File: config.mk
export PLATFORM = sky130hd
export DESIGN_NAME = frews_device_flat
export DESIGN_NICKNAME = d
export VERILOG_FILES = /design/src/shared/frews_pkg.sv /design/src/shared/frews_bus_if.sv /design/src/design/frews_latches.sv /design/src/design/frews_device.sv /design/src/flat_wrapper.sv
export SDC_FILE = /design/constraint.sdc
export NUM_CORES = 1
export LEC_CHECK = 0
export BUFFER_PORTS_ARGS = -buffer_cell sky130_fd_sc_hd__buf_2
export CAP_MARGIN = 5
export CORE_MARGIN = 3
export CORE_UTILIZATION = 56
export CTS_BUF_LIST = sky130_fd_sc_hd__clkbuf_8
export CTS_CLUSTER_DIAMETER = 200
export DETAILED_ROUTE_END_ITERATION = 16
export GPL_TIMING_DRIVEN = 0
export PLACE_DENSITY = 0.87
export SLEW_MARGIN = 20
export SYNTH_ARGS = -nofsm -noshare
export SYNTH_HDL_FRONTEND = slang
export SYNTH_SLANG_ARGS = --single-unit
File: constraint.sdc
create_clock -name aclk -period 2.1 [get_ports aclk]
set_clock_uncertainty 0.1 [all_clocks]
set_input_delay 0.315 -clock aclk [delete_from_list [all_inputs] [get_ports aclk]]
set_output_delay 0.315 -clock aclk [all_outputs]
set_load 0.1 [all_outputs]
File: src/shared/frews_pkg.sv
/*
  Shared constants of the row erase/write sequencer: register selects,
  control bit positions, unlock keys, latch geometry and operation timing.
  Assumes a 20 MHz system clock.
*/
`default_nettype none
package frews_pkg;
  // Register selects on the core bus
  localparam logic [2:0] REG_ADDR_LOW   = 3'h0;
  localparam logic [2:0] REG_ADDR_HIGH  = 3'h1;
  localparam logic [2:0] REG_WORD_LOW   = 3'h2;
  localparam logic [2:0] REG_WORD_HIGH  = 3'h3;
  localparam logic [2:0] REG_CONTROL    = 3'h4;
  localparam logic [2:0] REG_UNLOCK_KEY = 3'h5;
  // nvm_control bit positions
  localparam int CTL_FETCH_GO    = 0;
  localparam int CTL_GO          = 1;
  localparam int CTL_ENABLE      = 2;
  localparam int CTL_FAULT       = 3;
  localparam int CTL_ERASE       = 4;
  localparam int CTL_LATCH_ONLY  = 5;
  localparam int CTL_CFG_SPACE   = 6;
  // Unlock keys
  localparam logic [7:0] KEY_FIRST  = 8'h55;
  localparam logic [7:0] KEY_SECOND = 8'haa;
  // Latch geometry
  localparam int NUM_LATCHES = 16;
  localparam int IDX_W       = 4;
  localparam int WORD_W      = 14;
  localparam int ROW_W       = 10;
  localparam logic [WORD_W-1:0] BLANK_WORD = 14'h3fff;
  // Self-timed erase/write
  localparam int CLK_KHZ    = 20000;
  localparam int OP_TIME_US = 2000;
  localparam int OP_CYCLES  = OP_TIME_US * CLK_KHZ / 1000;
  localparam int TIMER_W    = 16;
  // Controller AXI4-Lite map
  localparam logic [3:0] AXI_XFER   = 4'h0;
  localparam logic [3:0] AXI_SEQ    = 4'h4;
  localparam logic [3:0] AXI_STATUS = 4'h8;
  localparam int XFER_SEL_LSB = 8;
  localparam int XFER_READ    = 16;
  localparam logic [1:0] RESP_OKAY   = 2'h0;
  localparam logic [1:0] RESP_SLVERR = 2'h2;
endpackage
`default_nettype wire

File: src/shared/frews_bus_if.sv
/*
  Core bus between the processor-side controller and the sequencer.
  Assumes both ends run on aclk; reg_wr and reg_rd are one-cycle strobes.
*/
`default_nettype none
interface frews_bus_if;
  logic       reg_wr;
  logic       reg_rd;
  logic [2:0] reg_sel;
  logic [7:0] reg_wdata;
  logic [7:0] reg_rdata;
  logic       core_hold;

  modport device (
    input  reg_wr,
    input  reg_rd,
    input  reg_sel,
    input  reg_wdata,
    output reg_rdata,
    output core_hold
  );

  modport core (
    output reg_wr,
    output reg_rd,
    output reg_sel,
    output reg_wdata,
    input  reg_rdata,
    input  core_hold
  );
endinterface
`default_nettype wire

File: src/design/frews_latches.sv
/*
  Bank of row write latches, one flop word per entry.
  Assumes load and preset never come in the same cycle.
*/
`default_nettype none
module frews_latches
(
  // Clock and reset
  input  wire logic                                               aclk,
  input  wire logic                                               aresetn,
  // Control
  input  wire logic                                               load,
  input  wire logic                                               preset,
  input  wire logic [frews_pkg::IDX_W-1:0]                        index,
  input  wire logic [frews_pkg::WORD_W-1:0]                       data,
  // Contents
  output logic      [frews_pkg::NUM_LATCHES*frews_pkg::WORD_W-1:0] image
);
  import frews_pkg::*;

  genvar g;
  generate
    for (g = 0; g < NUM_LATCHES; g++)
    begin : g_latch
      always_ff @(posedge aclk)
      begin
        if (!aresetn || preset)
          image[g*WORD_W +: WORD_W] <= BLANK_WORD;
        else if (load && index == IDX_W'(g))
          image[g*WORD_W +: WORD_W] <= data;
      end
    end
  endgenerate
endmodule
`default_nettype wire

File: src/design/frews_device.sv
/*
  Flash row erase/write sequencer, device end. Holds the address, data and
  control registers, checks the unlock sequence, loads the row latches and
  times erase and row programming while holding the core.
  Assumes the core obeys core_hold and drives one access per cycle at most.
*/
// Notes on behaviour
// - Erase works on whole rows only
// - Software: address, flags, 55h, AAh, go
// - Two slots after go act as no-ops
// - Core held during self-timed erase
// - Core resumes at third slot after go
// - Writing never erases first
// - One write covers one to sixteen words
// - Row from upper ten bits, latch low
// - Programming stays inside the addressed row
// - Latches preset blank after each operation
// - Latch-only mode just loads the latch
// - Otherwise load latch then program row
// - Broken unlock loads and programs nothing
// - Software loads latches then final programming unlock
// - Unloaded latches stay blank
// - Core held during self-timed row write
// - Software keeps row copy for partial change
// - Go bits set by software, cleared here
// - Operations need enable; enable clear at power-up
// - Reset during operation raises fault flag
`default_nettype none
module frews_device
#(
  parameter int unsigned OP_CYCLES = frews_pkg::OP_CYCLES
)
(
  // Clock and resets
  input  wire logic                                               aclk,
  input  wire logic                                               aresetn,
  input  wire logic                                               por_n,
  // Core bus
  frews_bus_if.device                                             bus,
  // Flash array
  output logic                                                    flash_erase,
  output logic                                                    flash_program,
  output logic      [frews_pkg::ROW_W-1:0]                        flash_row,
  output logic      [frews_pkg::NUM_LATCHES*frews_pkg::WORD_W-1:0] flash_image
);
  import frews_pkg::*;

  typedef enum logic [1:0] {ST_IDLE, ST_PREP1, ST_PREP2, ST_OP} frews_state_e;
  typedef enum logic [1:0] {UK_IDLE, UK_ONE, UK_TWO} frews_unlock_e;

  frews_state_e        state;
  frews_state_e        next_state;
  frews_unlock_e       unlock;
  logic                rst;
  logic                acc_wr;
  logic                acc_rd;
  logic                ctl_wr;
  logic                go_attempt;
  logic                launch;
  logic                op_done;
  logic                op_erase;
  logic                op_write;
  logic [7:0]          addr_low;
  logic [6:0]          addr_high;
  logic [7:0]          word_low;
  logic [5:0]          word_high;
  logic                cfg_space;
  logic                latch_only;
  logic                erase_sel;
  logic                fault;
  logic                enable;
  logic                go;
  logic                fetch_go;
  logic [TIMER_W-1:0]  timer;
  logic [7:0]          control;

  assign rst = !aresetn || !por_n;
  // Accesses in the two slots after go, and during the stall, are dropped
  assign acc_wr = bus.reg_wr && state == ST_IDLE;
  assign acc_rd = bus.reg_rd && state == ST_IDLE;
  assign ctl_wr = acc_wr && bus.reg_sel == REG_CONTROL;
  assign go_attempt = ctl_wr && bus.reg_wdata[CTL_GO] && unlock == UK_TWO;
  // Enable and memory space are taken from the byte that sets go
  assign launch = go_attempt && bus.reg_wdata[CTL_ENABLE]
                  && !bus.reg_wdata[CTL_CFG_SPACE];
  assign op_done = state == ST_OP && timer == TIMER_W'(OP_CYCLES - 1);
  assign control = {1'b1, cfg_space, latch_only, erase_sel, fault, enable, go, fetch_go};

  // Unlock detector: any other access between the steps starts over
  always_ff @(posedge aclk)
  begin
    if (rst)
      unlock <= UK_IDLE;
    else if (acc_wr || acc_rd)
    begin
      if (acc_wr && bus.reg_sel == REG_UNLOCK_KEY && bus.reg_wdata == KEY_FIRST)
        unlock <= UK_ONE;
      else if (unlock == UK_ONE && acc_wr && bus.reg_sel == REG_UNLOCK_KEY
               && bus.reg_wdata == KEY_SECOND)
        unlock <= UK_TWO;
      else
        unlock <= UK_IDLE;
    end
  end

  always_comb
  begin
    next_state = state;
    unique case (state)
      ST_IDLE:
        if (launch)
          next_state = ST_PREP1;
      ST_PREP1:
        next_state = ST_PREP2;
      ST_PREP2:
        // Latch-only loads return to the core after the two slots
        next_state = (op_erase || op_write) ? ST_OP : ST_IDLE;
      ST_OP:
        if (op_done)
          next_state = ST_IDLE;
    endcase
  end

  always_ff @(posedge aclk)
  begin
    if (rst)
      state <= ST_IDLE;
    else
      state <= next_state;
  end

  // Hold covers the two forced slots and the self-timed operation
  always_ff @(posedge aclk)
  begin
    if (rst)
      bus.core_hold <= 1'b0;
    else
      bus.core_hold <= next_state != ST_IDLE;
  end

  // Operation kind and row are frozen at launch
  always_ff @(posedge aclk)
  begin
    if (rst)
    begin
      op_erase  <= 1'b0;
      op_write  <= 1'b0;
      flash_row <= '0;
    end
    else if (launch)
    begin
      op_erase  <= bus.reg_wdata[CTL_ERASE];
      // A write is never turned into an erase
      op_write  <= !bus.reg_wdata[CTL_ERASE] && !bus.reg_wdata[CTL_LATCH_ONLY];
      flash_row <= {addr_high, addr_low[7:5]};
    end
  end

  always_ff @(posedge aclk)
  begin
    if (rst)
    begin
      flash_erase   <= 1'b0;
      flash_program <= 1'b0;
    end
    else
    begin
      flash_erase   <= next_state == ST_OP && op_erase;
      flash_program <= next_state == ST_OP && op_write;
    end
  end

  always_ff @(posedge aclk)
  begin
    if (rst || state != ST_OP)
      timer <= '0;
    else
      timer <= timer + TIMER_W'(1);
  end

  // Address and data registers
  always_ff @(posedge aclk)
  begin
    if (rst)
    begin
      addr_low  <= '0;
      addr_high <= '0;
      word_low  <= '0;
      word_high <= '0;
    end
    else if (acc_wr)
    begin
      unique case (bus.reg_sel)
        REG_ADDR_LOW:  addr_low  <= bus.reg_wdata;
        REG_ADDR_HIGH: addr_high <= bus.reg_wdata[6:0];
        REG_WORD_LOW:  word_low  <= bus.reg_wdata;
        REG_WORD_HIGH: word_high <= bus.reg_wdata[5:0];
        default:       ;
      endcase
    end
  end

  // Plain control fields; enable is clear after power-up
  always_ff @(posedge aclk)
  begin
    if (rst)
    begin
      cfg_space  <= 1'b0;
      latch_only <= 1'b0;
      enable     <= 1'b0;
    end
    else if (ctl_wr)
    begin
      cfg_space  <= bus.reg_wdata[CTL_CFG_SPACE];
      latch_only <= bus.reg_wdata[CTL_LATCH_ONLY];
      enable     <= bus.reg_wdata[CTL_ENABLE];
    end
  end

  // Erase select clears itself when the erase ends
  always_ff @(posedge aclk)
  begin
    if (rst)
      erase_sel <= 1'b0;
    else if (op_done && op_erase)
      erase_sel <= 1'b0;
    else if (ctl_wr)
      erase_sel <= bus.reg_wdata[CTL_ERASE];
  end

  // Go bits: software may only set them
  always_ff @(posedge aclk)
  begin
    if (rst)
      go <= 1'b0;
    else if (launch)
      go <= 1'b1;
    else if (op_done || (state == ST_PREP2 && next_state == ST_IDLE))
      go <= 1'b0;
  end

  // Program memory reads are not built, so a fetch completes at once
  always_ff @(posedge aclk)
  begin
    if (rst)
      fetch_go <= 1'b0;
    else
      fetch_go <= ctl_wr && bus.reg_wdata[CTL_FETCH_GO];
  end

  // Survives the ordinary reset; power-up or a control write with the bit clear clears it
  always_ff @(posedge aclk)
  begin
    if (!por_n)
      fault <= 1'b0;
    else if (!aresetn)
    begin
      if (state != ST_IDLE && (op_erase || op_write))
        fault <= 1'b1;
    end
    else if (ctl_wr)
      fault <= bus.reg_wdata[CTL_FAULT];
  end

  always_ff @(posedge aclk)
  begin
    if (rst)
      bus.reg_rdata <= '0;
    else if (acc_rd)
    begin
      unique case (bus.reg_sel)
        REG_ADDR_LOW:  bus.reg_rdata <= addr_low;
        REG_ADDR_HIGH: bus.reg_rdata <= {1'b1, addr_high};
        REG_WORD_LOW:  bus.reg_rdata <= word_low;
        REG_WORD_HIGH: bus.reg_rdata <= {2'b00, word_high};
        REG_CONTROL:   bus.reg_rdata <= control;
        default:       bus.reg_rdata <= '0;
      endcase
    end
  end

  // Latches beyond the sixteenth slot of a row are not loaded
  frews_latches u_latches
  (
    .aclk    (aclk),
    .aresetn (!rst),
    .load    (launch && !bus.reg_wdata[CTL_ERASE] && !addr_low[IDX_W]),
    .preset  (op_done),
    .index   (addr_low[IDX_W-1:0]),
    .data    ({word_high, word_low}),
    .image   (flash_image)
  );
endmodule
`default_nettype wire

File: src/flat_wrapper.sv
// flat-port wrapper written by rule: the top's interface ports become plain ports
module frews_device_flat import frews_pkg::*;
#(
  parameter int unsigned OP_CYCLES = frews_pkg::OP_CYCLES
)
  (aclk, aresetn, por_n, flash_erase, flash_program, flash_row, flash_image, bus_reg_wr, bus_reg_rd, bus_reg_sel, bus_reg_wdata, bus_reg_rdata, bus_core_hold);
  frews_bus_if bus_i ();
  input  wire logic aclk;
  input  wire logic aresetn;
  input  wire logic por_n;
  output logic flash_erase;
  output logic flash_program;
  output logic      [frews_pkg::ROW_W-1:0] flash_row;
  output logic      [frews_pkg::NUM_LATCHES*frews_pkg::WORD_W-1:0] flash_image;
  input wire logic [$bits(bus_i.reg_wr)-1:0] bus_reg_wr;
  input wire logic [$bits(bus_i.reg_rd)-1:0] bus_reg_rd;
  input wire logic [$bits(bus_i.reg_sel)-1:0] bus_reg_sel;
  input wire logic [$bits(bus_i.reg_wdata)-1:0] bus_reg_wdata;
  output wire logic [$bits(bus_i.reg_rdata)-1:0] bus_reg_rdata;
  output wire logic [$bits(bus_i.core_hold)-1:0] bus_core_hold;
  assign bus_i.reg_wr = bus_reg_wr;
  assign bus_i.reg_rd = bus_reg_rd;
  assign bus_i.reg_sel = bus_reg_sel;
  assign bus_i.reg_wdata = bus_reg_wdata;
  assign bus_reg_rdata = bus_i.reg_rdata;
  assign bus_core_hold = bus_i.core_hold;
  frews_device #(.OP_CYCLES(OP_CYCLES)) u_core (.aclk(aclk), .aresetn(aresetn), .por_n(por_n), .bus(bus_i), .flash_erase(flash_erase), .flash_program(flash_program), .flash_row(flash_row), .flash_image(flash_image));
endmodule
# Yosys cells after proc, flatten, opt, wreduce, memory -nomap -nowiden

Index checks and enable logic that the tools add are counted.

Register bits: 303
Input port bits: 16
Output and inout bits: 245
Logic and storage cells: 145

Add/sub/neg operators: 1
Eq/ne operators: 31
Multiplexer cells: 12
Reductions and logical operators: 64

Operators with widths:

| cell                                           | number |
|---|---|
| one-hot mux 8 bit (5 select lines)             | 1 |
| logical AND 1 bit                              | 38 |
| == test 4 bit (second input constant)          | 8 |
| adder 16 x 1 -> 16 bit (second input constant) | 1 |
| == test 16 bit (second input constant)         | 1 |
| == test 4 x 3 -> 1 bit (second input constant) | 4 |
| 2-to-1 mux 2 bit                               | 5 |
| AND reduction 2 bit                            | 5 |
| == test 2 bit (second input constant)          | 4 |
| == test 4 x 2 -> 1 bit (second input constant) | 2 |
| == test 8 x 7 -> 1 bit (second input constant) | 1 |
| == test 8 bit (second input constant)          | 1 |
| one-hot mux 2 bit (4 select lines)             | 1 |
| nonzero test 2 bit                             | 4 |
| == test 3 x 2 -> 1 bit (second input constant) | 2 |
| == test 3 bit (second input constant)          | 2 |
| logical NOT 1 bit                              | 6 |
| logical OR 1 bit                               | 6 |
| 2-to-1 mux 1 bit                               | 5 |
| == test 2 x 1 -> 1 bit (second input constant) | 2 |
| == test 4 x 1 -> 1 bit (second input constant) | 1 |
| logical NOT 2 bit                              | 2 |
| logical NOT 4 bit                              | 1 |
| == test 3 x 1 -> 1 bit (second input constant) | 1 |
| other kinds (4)                                | 4 |

# Depth between registers and ports, before layout

Word-level depth: 14
Depth in mapped cells: 9
Depth with buffers taken out: 5

# By module

From an unflattened synthesis, not the netlist that was laid out.

Cell total of the unflattened synthesis: 1008
Area, all modules: 11084.4 um^2

By module, submodules not included:

| module        | times used | cells each | area each (um^2) | sequential area each (um^2) |
|---|---|---|---|---|
| frews_latches | 1          | 614        | 7593.5           | 4484.3 |
| frews_device  | 1          | 394        | 3490.8           | 1581.5 |

# Worst setup path after synthesis

OpenSTA, ideal clock, no wires.

Path kind: input port to flip-flop
From: in bus_reg_wdata[4]
To: reg u_core.u_latches.image[74] (netlist bit)
Setup time: 0.137 ns
Arrival time: 1.687 ns
Required time: 1.863 ns
Setup slack: 0.176 ns
Stages on the path: 7
Buffers on the path: 3
Cell sequence: buf_2 -> or3b_1 -> buf_2 -> or3_4 -> buf_6 -> o21ai_1 -> nand3_1

Cells in the longest elaborated chain, start to end: 4

RTL lines:

| item                           | RTL line            | source |
|---|---|---|
| start, declared                | flat_wrapper.sv:18  | `input wire logic [$bits(bus_i.reg_wdata)-1:0] bus_reg_wdata;` |
| logical NOT 1 bit              | frews_device.sv:287 | `.load (launch && !bus.reg_wdata[CTL_ERASE] && !addr_low[IDX_W]),` |
| logical AND 1 bit (2 in a row) | frews_device.sv:287 |  |
| logical AND 1 bit              | frews_latches.sv:29 | `else if (load && index == IDX_W'(g))` |
| end signal, assigned by index  | frews_latches.sv:30 | `image[g*WORD_W +: WORD_W] <= data;` |
| end, declared                  | frews_latches.sv:17 | `output logic [frews_pkg::NUM_LATCHES*frews_pkg::WORD_W-1:0] image` |

Every way passes these cells.
A chain may end at the register's enable or synchronous reset.

==> reports/metrics.yaml <==
outcome:
  outcome: "finished with violations"
  violations: "negative hold slack, negative setup slack"
global_routing:
  grt_pass1_wl_um: 67000
  overflow: 0
  grt.total_usage: 0.353
  grt_pass1_vias: 12500
  antenna_found_initial: 0
  grt_max_degree: 13
final_layout:
  antenna_cells: 0
  layout_commonest_cell: "nand3_1"
  drive_gt1_frac: 0.261
  multi_input_area_mm2: 0.00549
  nets: 1814
  syn_to_final_growth_pct: 25.6
  fill_cells: 1652
  area.sequential_mm2: 0.00608
  layout_common_cells: "479 x nand3_1, 295 x dfxtp_1, 293 x buf_2"
  postLayoutCoreUtil: 0.721
  design_area_mm2: 0.0153
timing:
  finalSetupViolations: 12
  rsz0062_at_grt: "true"
  timing.fmax_ghz: 0.462
  tightestPinTransition_ns: 0.969
  whs_ns: -0.00365
  period_needed_ns: 2.16
  fin_ws_ns: -0.0647
  fin_crit_sh: 1.03
  slew_headroom: 0.354
  hold_violations: 2
  slew_violations: 0
logic_synthesis:
  ys_ff_latch: 303
  synth_area_per_cell_um2: 8.24
  yosys.cell_types.count: 56
  synth_top_area_share: 0.498
  synth-xor-area-share: 0.00719
  ys.flop_type: "dfxtp_1"
  synthAdderAreaFrac: 0.00103
  yosysTopAreaCell: "dfxtp_1"
  synth_compound_area_frac: 0.131
  seq_area_frac_synth: 0.498
  yosys-top-cells-area: "dfxtp_1 50%, nand3_1 20%, o21ai_0 8.5%"
  synth-edff-count: 0
  synth_top_family_by_area: "simple AND/OR/NAND/NOR gates"
  synth.mux.area_fraction: 0.0234
  synth_warnings: 0
  syn-instance-count: 1477
  synth_fp_nets: 1494
  async_flop_share: 0
  synth_simple_gate_area_frac: 0.276
  syn-cell-area_mm2: 0.0122
cts:
  cts_buffers: 49
  htree_num_levels: 2
  clkSinkCount: 303
  insertion_delay_ns: 0.58
  path_clk_slew_ns: 0.07
  cts_tree: "built"
  root_buffer: "clkbuf_8"
  clockBufferDepth: 3
floorplanning:
  start_util: 0.574
  core_area_mm2: 0.0212
  ios: 261
  die_w_um: 153
  rows: 53
  dieArea_mm2: 0.0236
  dieHeight_um: 153
detailed_routing:
  final_antenna_net_count: 0
  wl_um: 44500
  vias_per_cell: 6.28
  vias: 13200
  wl_per_cell_um: 21.1
  drc: 0
  first_pass_iters: 13
  first_iter_violations: 1667
pwr:
  peakVddDrop_mv: 0.513
  power.total_mw: 11.2
  leakagePower_nw: 5.37
  powerDensity_mw_per_mm2: 735
setup_path:
  cpPeakStageDelay_ns: 0.77
  cp.arrival_ns: 2.57
  critical_path.slowest_cell: "clkbuf_1"
  cp-end-kind: "flip-flop"
  crit_chain: "clkbuf_1, clkbuf_1, nand3_1, nand3_1"
  required_ns: 2.51
  crit_type: "reg2reg"
  cp-start-kind: "flip-flop"
  path_max_fanout: 10
placed_design:
  numPortBuffers: 257
  gp_congestion: 0.963
  hpwl_um: 29800
  dpl-instance-area_mm2: 0.0138
flow_run:
  maxCapViolations: 0
min_path:
  min_path_type: "in2reg"
what timing repair did:
item                                   4_1_cts  5_1_grt
hold buffers                                 8        0
setup buffers                                4        3
endpoints found under the hold margin       12        0
resized for setup                           71      153
cloned                                       2        0
pin swaps                                    2        4
setup endpoints to repair                  247      241
final cells by class:
type | instances | share of cell area
sequential | 303 | 0.397
multi-input combinational | 999 | 0.359
timing repair buffer | 274 | 0.0972
buffer | 166 | 0.0589
clock buffer | 62 | 0.0558
tap | 275 | 0.0225
clock inverter | 25 | 0.00810
inverter | 4 | 0.000982
critical path: cells and delay by family, from the launching register on:
family,cells,cell delay (ns)
buffers and inverters,2,1.35
DFF,1,0.32
and+or+nand+nor,2,0.32
cells by family (layout without fill, tap and decap cells):
logic type / after synthesis / in the layout
AOI/OAI and AO/OA: 304 / 304
DFF: 303 / 303
muxes: 27 / 27
buffers and inverters: 175 / 531
xor gates and xnor gates: 10 / 10
and+or+nand+nor: 657 / 657
adders and majority gates: 1 / 1
state kept, by name (all words and copies together) (netlist names), 2 cells and up:
signal / cells
u_core.addr_high: 7
u_core.addr_low: 8
u_core.bus.reg_rdata: 8
u_core.flash_row: 10
u_core.state: 2
u_core.timer: 16
u_core.u_latches.image: 224
u_core.unlock: 2
u_core.word_high: 6
u_core.word_low: 8
power by group:
group          switching (mW)  total (mW)  internal, mW
combinational           0.266       0.371         0.104
clock                    2.35        5.10          2.75
sequential            0.00575        5.76          5.75
total                    2.62        11.2          8.61
metrics by stage:
| step | setup TNS, ns | worst slack, ns | cells | hold WS (ns) |
|---|---|---|---|---|
| finish | -0.304 | -0.0647 | 2108 | -0.00365 |
| global route | -1.28 | -0.0355 | 2108 | 0.0273 |
| CTS | 0 | 0.00351 | 2106 | 0.00374 |
| detailed placement | -56.28 | -0.332 | 2009 | 0.348 |
| global placement | -47.07 | -0.282 | 2009 | 0.341 |
| floorplan | 0 | 0.176 | 1477 | 0.326 |
layer usage:
layer  track usage  up-vias  share of wire
met1         0.448     6162           0.37
met4         0.185        0          0.058
li1              -     5915              -
met2         0.571      949           0.46
met3        0.0677      217           0.12
met5             0        -              0
worst paths after layout:
| kind | startpoint | endpoint | slack, ns | cells after the start |
|---|---|---|---|---|
| worst max-delay path | u_core.word_high[4] | u_core.u_latches.image[124] | -0.06 | 4 |
| worst min-delay path | bus_reg_wdata[1] | u_core.word_low[1] | -0.004 | 3 |
| worst max register to register | u_core.word_high[4] | u_core.u_latches.image[124] | -0.06 | 4 |
| worst min register to register | u_core.flash_row[0] | u_core.flash_row[0] | 0.36 | 2 |
synth_stat cells, types with 3 or more instances:
cell / n
nor2b_1: 5
o21ai_0: 208
nand4_1: 6
buf_6: 4
dfxtp_1: 303
a21oi_1: 39
and4_1: 3
buf_4: 3
nor2_1: 36
and3_1: 10
buf_2: 54
buf_1: 11
xor2_1: 5
and2_1: 4
mux2i_1: 24
clkbuf_1: 98
o2bb2ai_1: 11
nand2b_1: 4
inv_1: 4
xnor2_1: 5
nand3_1: 482
nor3_2: 4
nand2_1: 60
nor3_1: 7
nor4_1: 3
o21ai_1: 35
or3_1: 10
or3_4: 3
No activity file was read; power rests on OpenSTA's default activity.
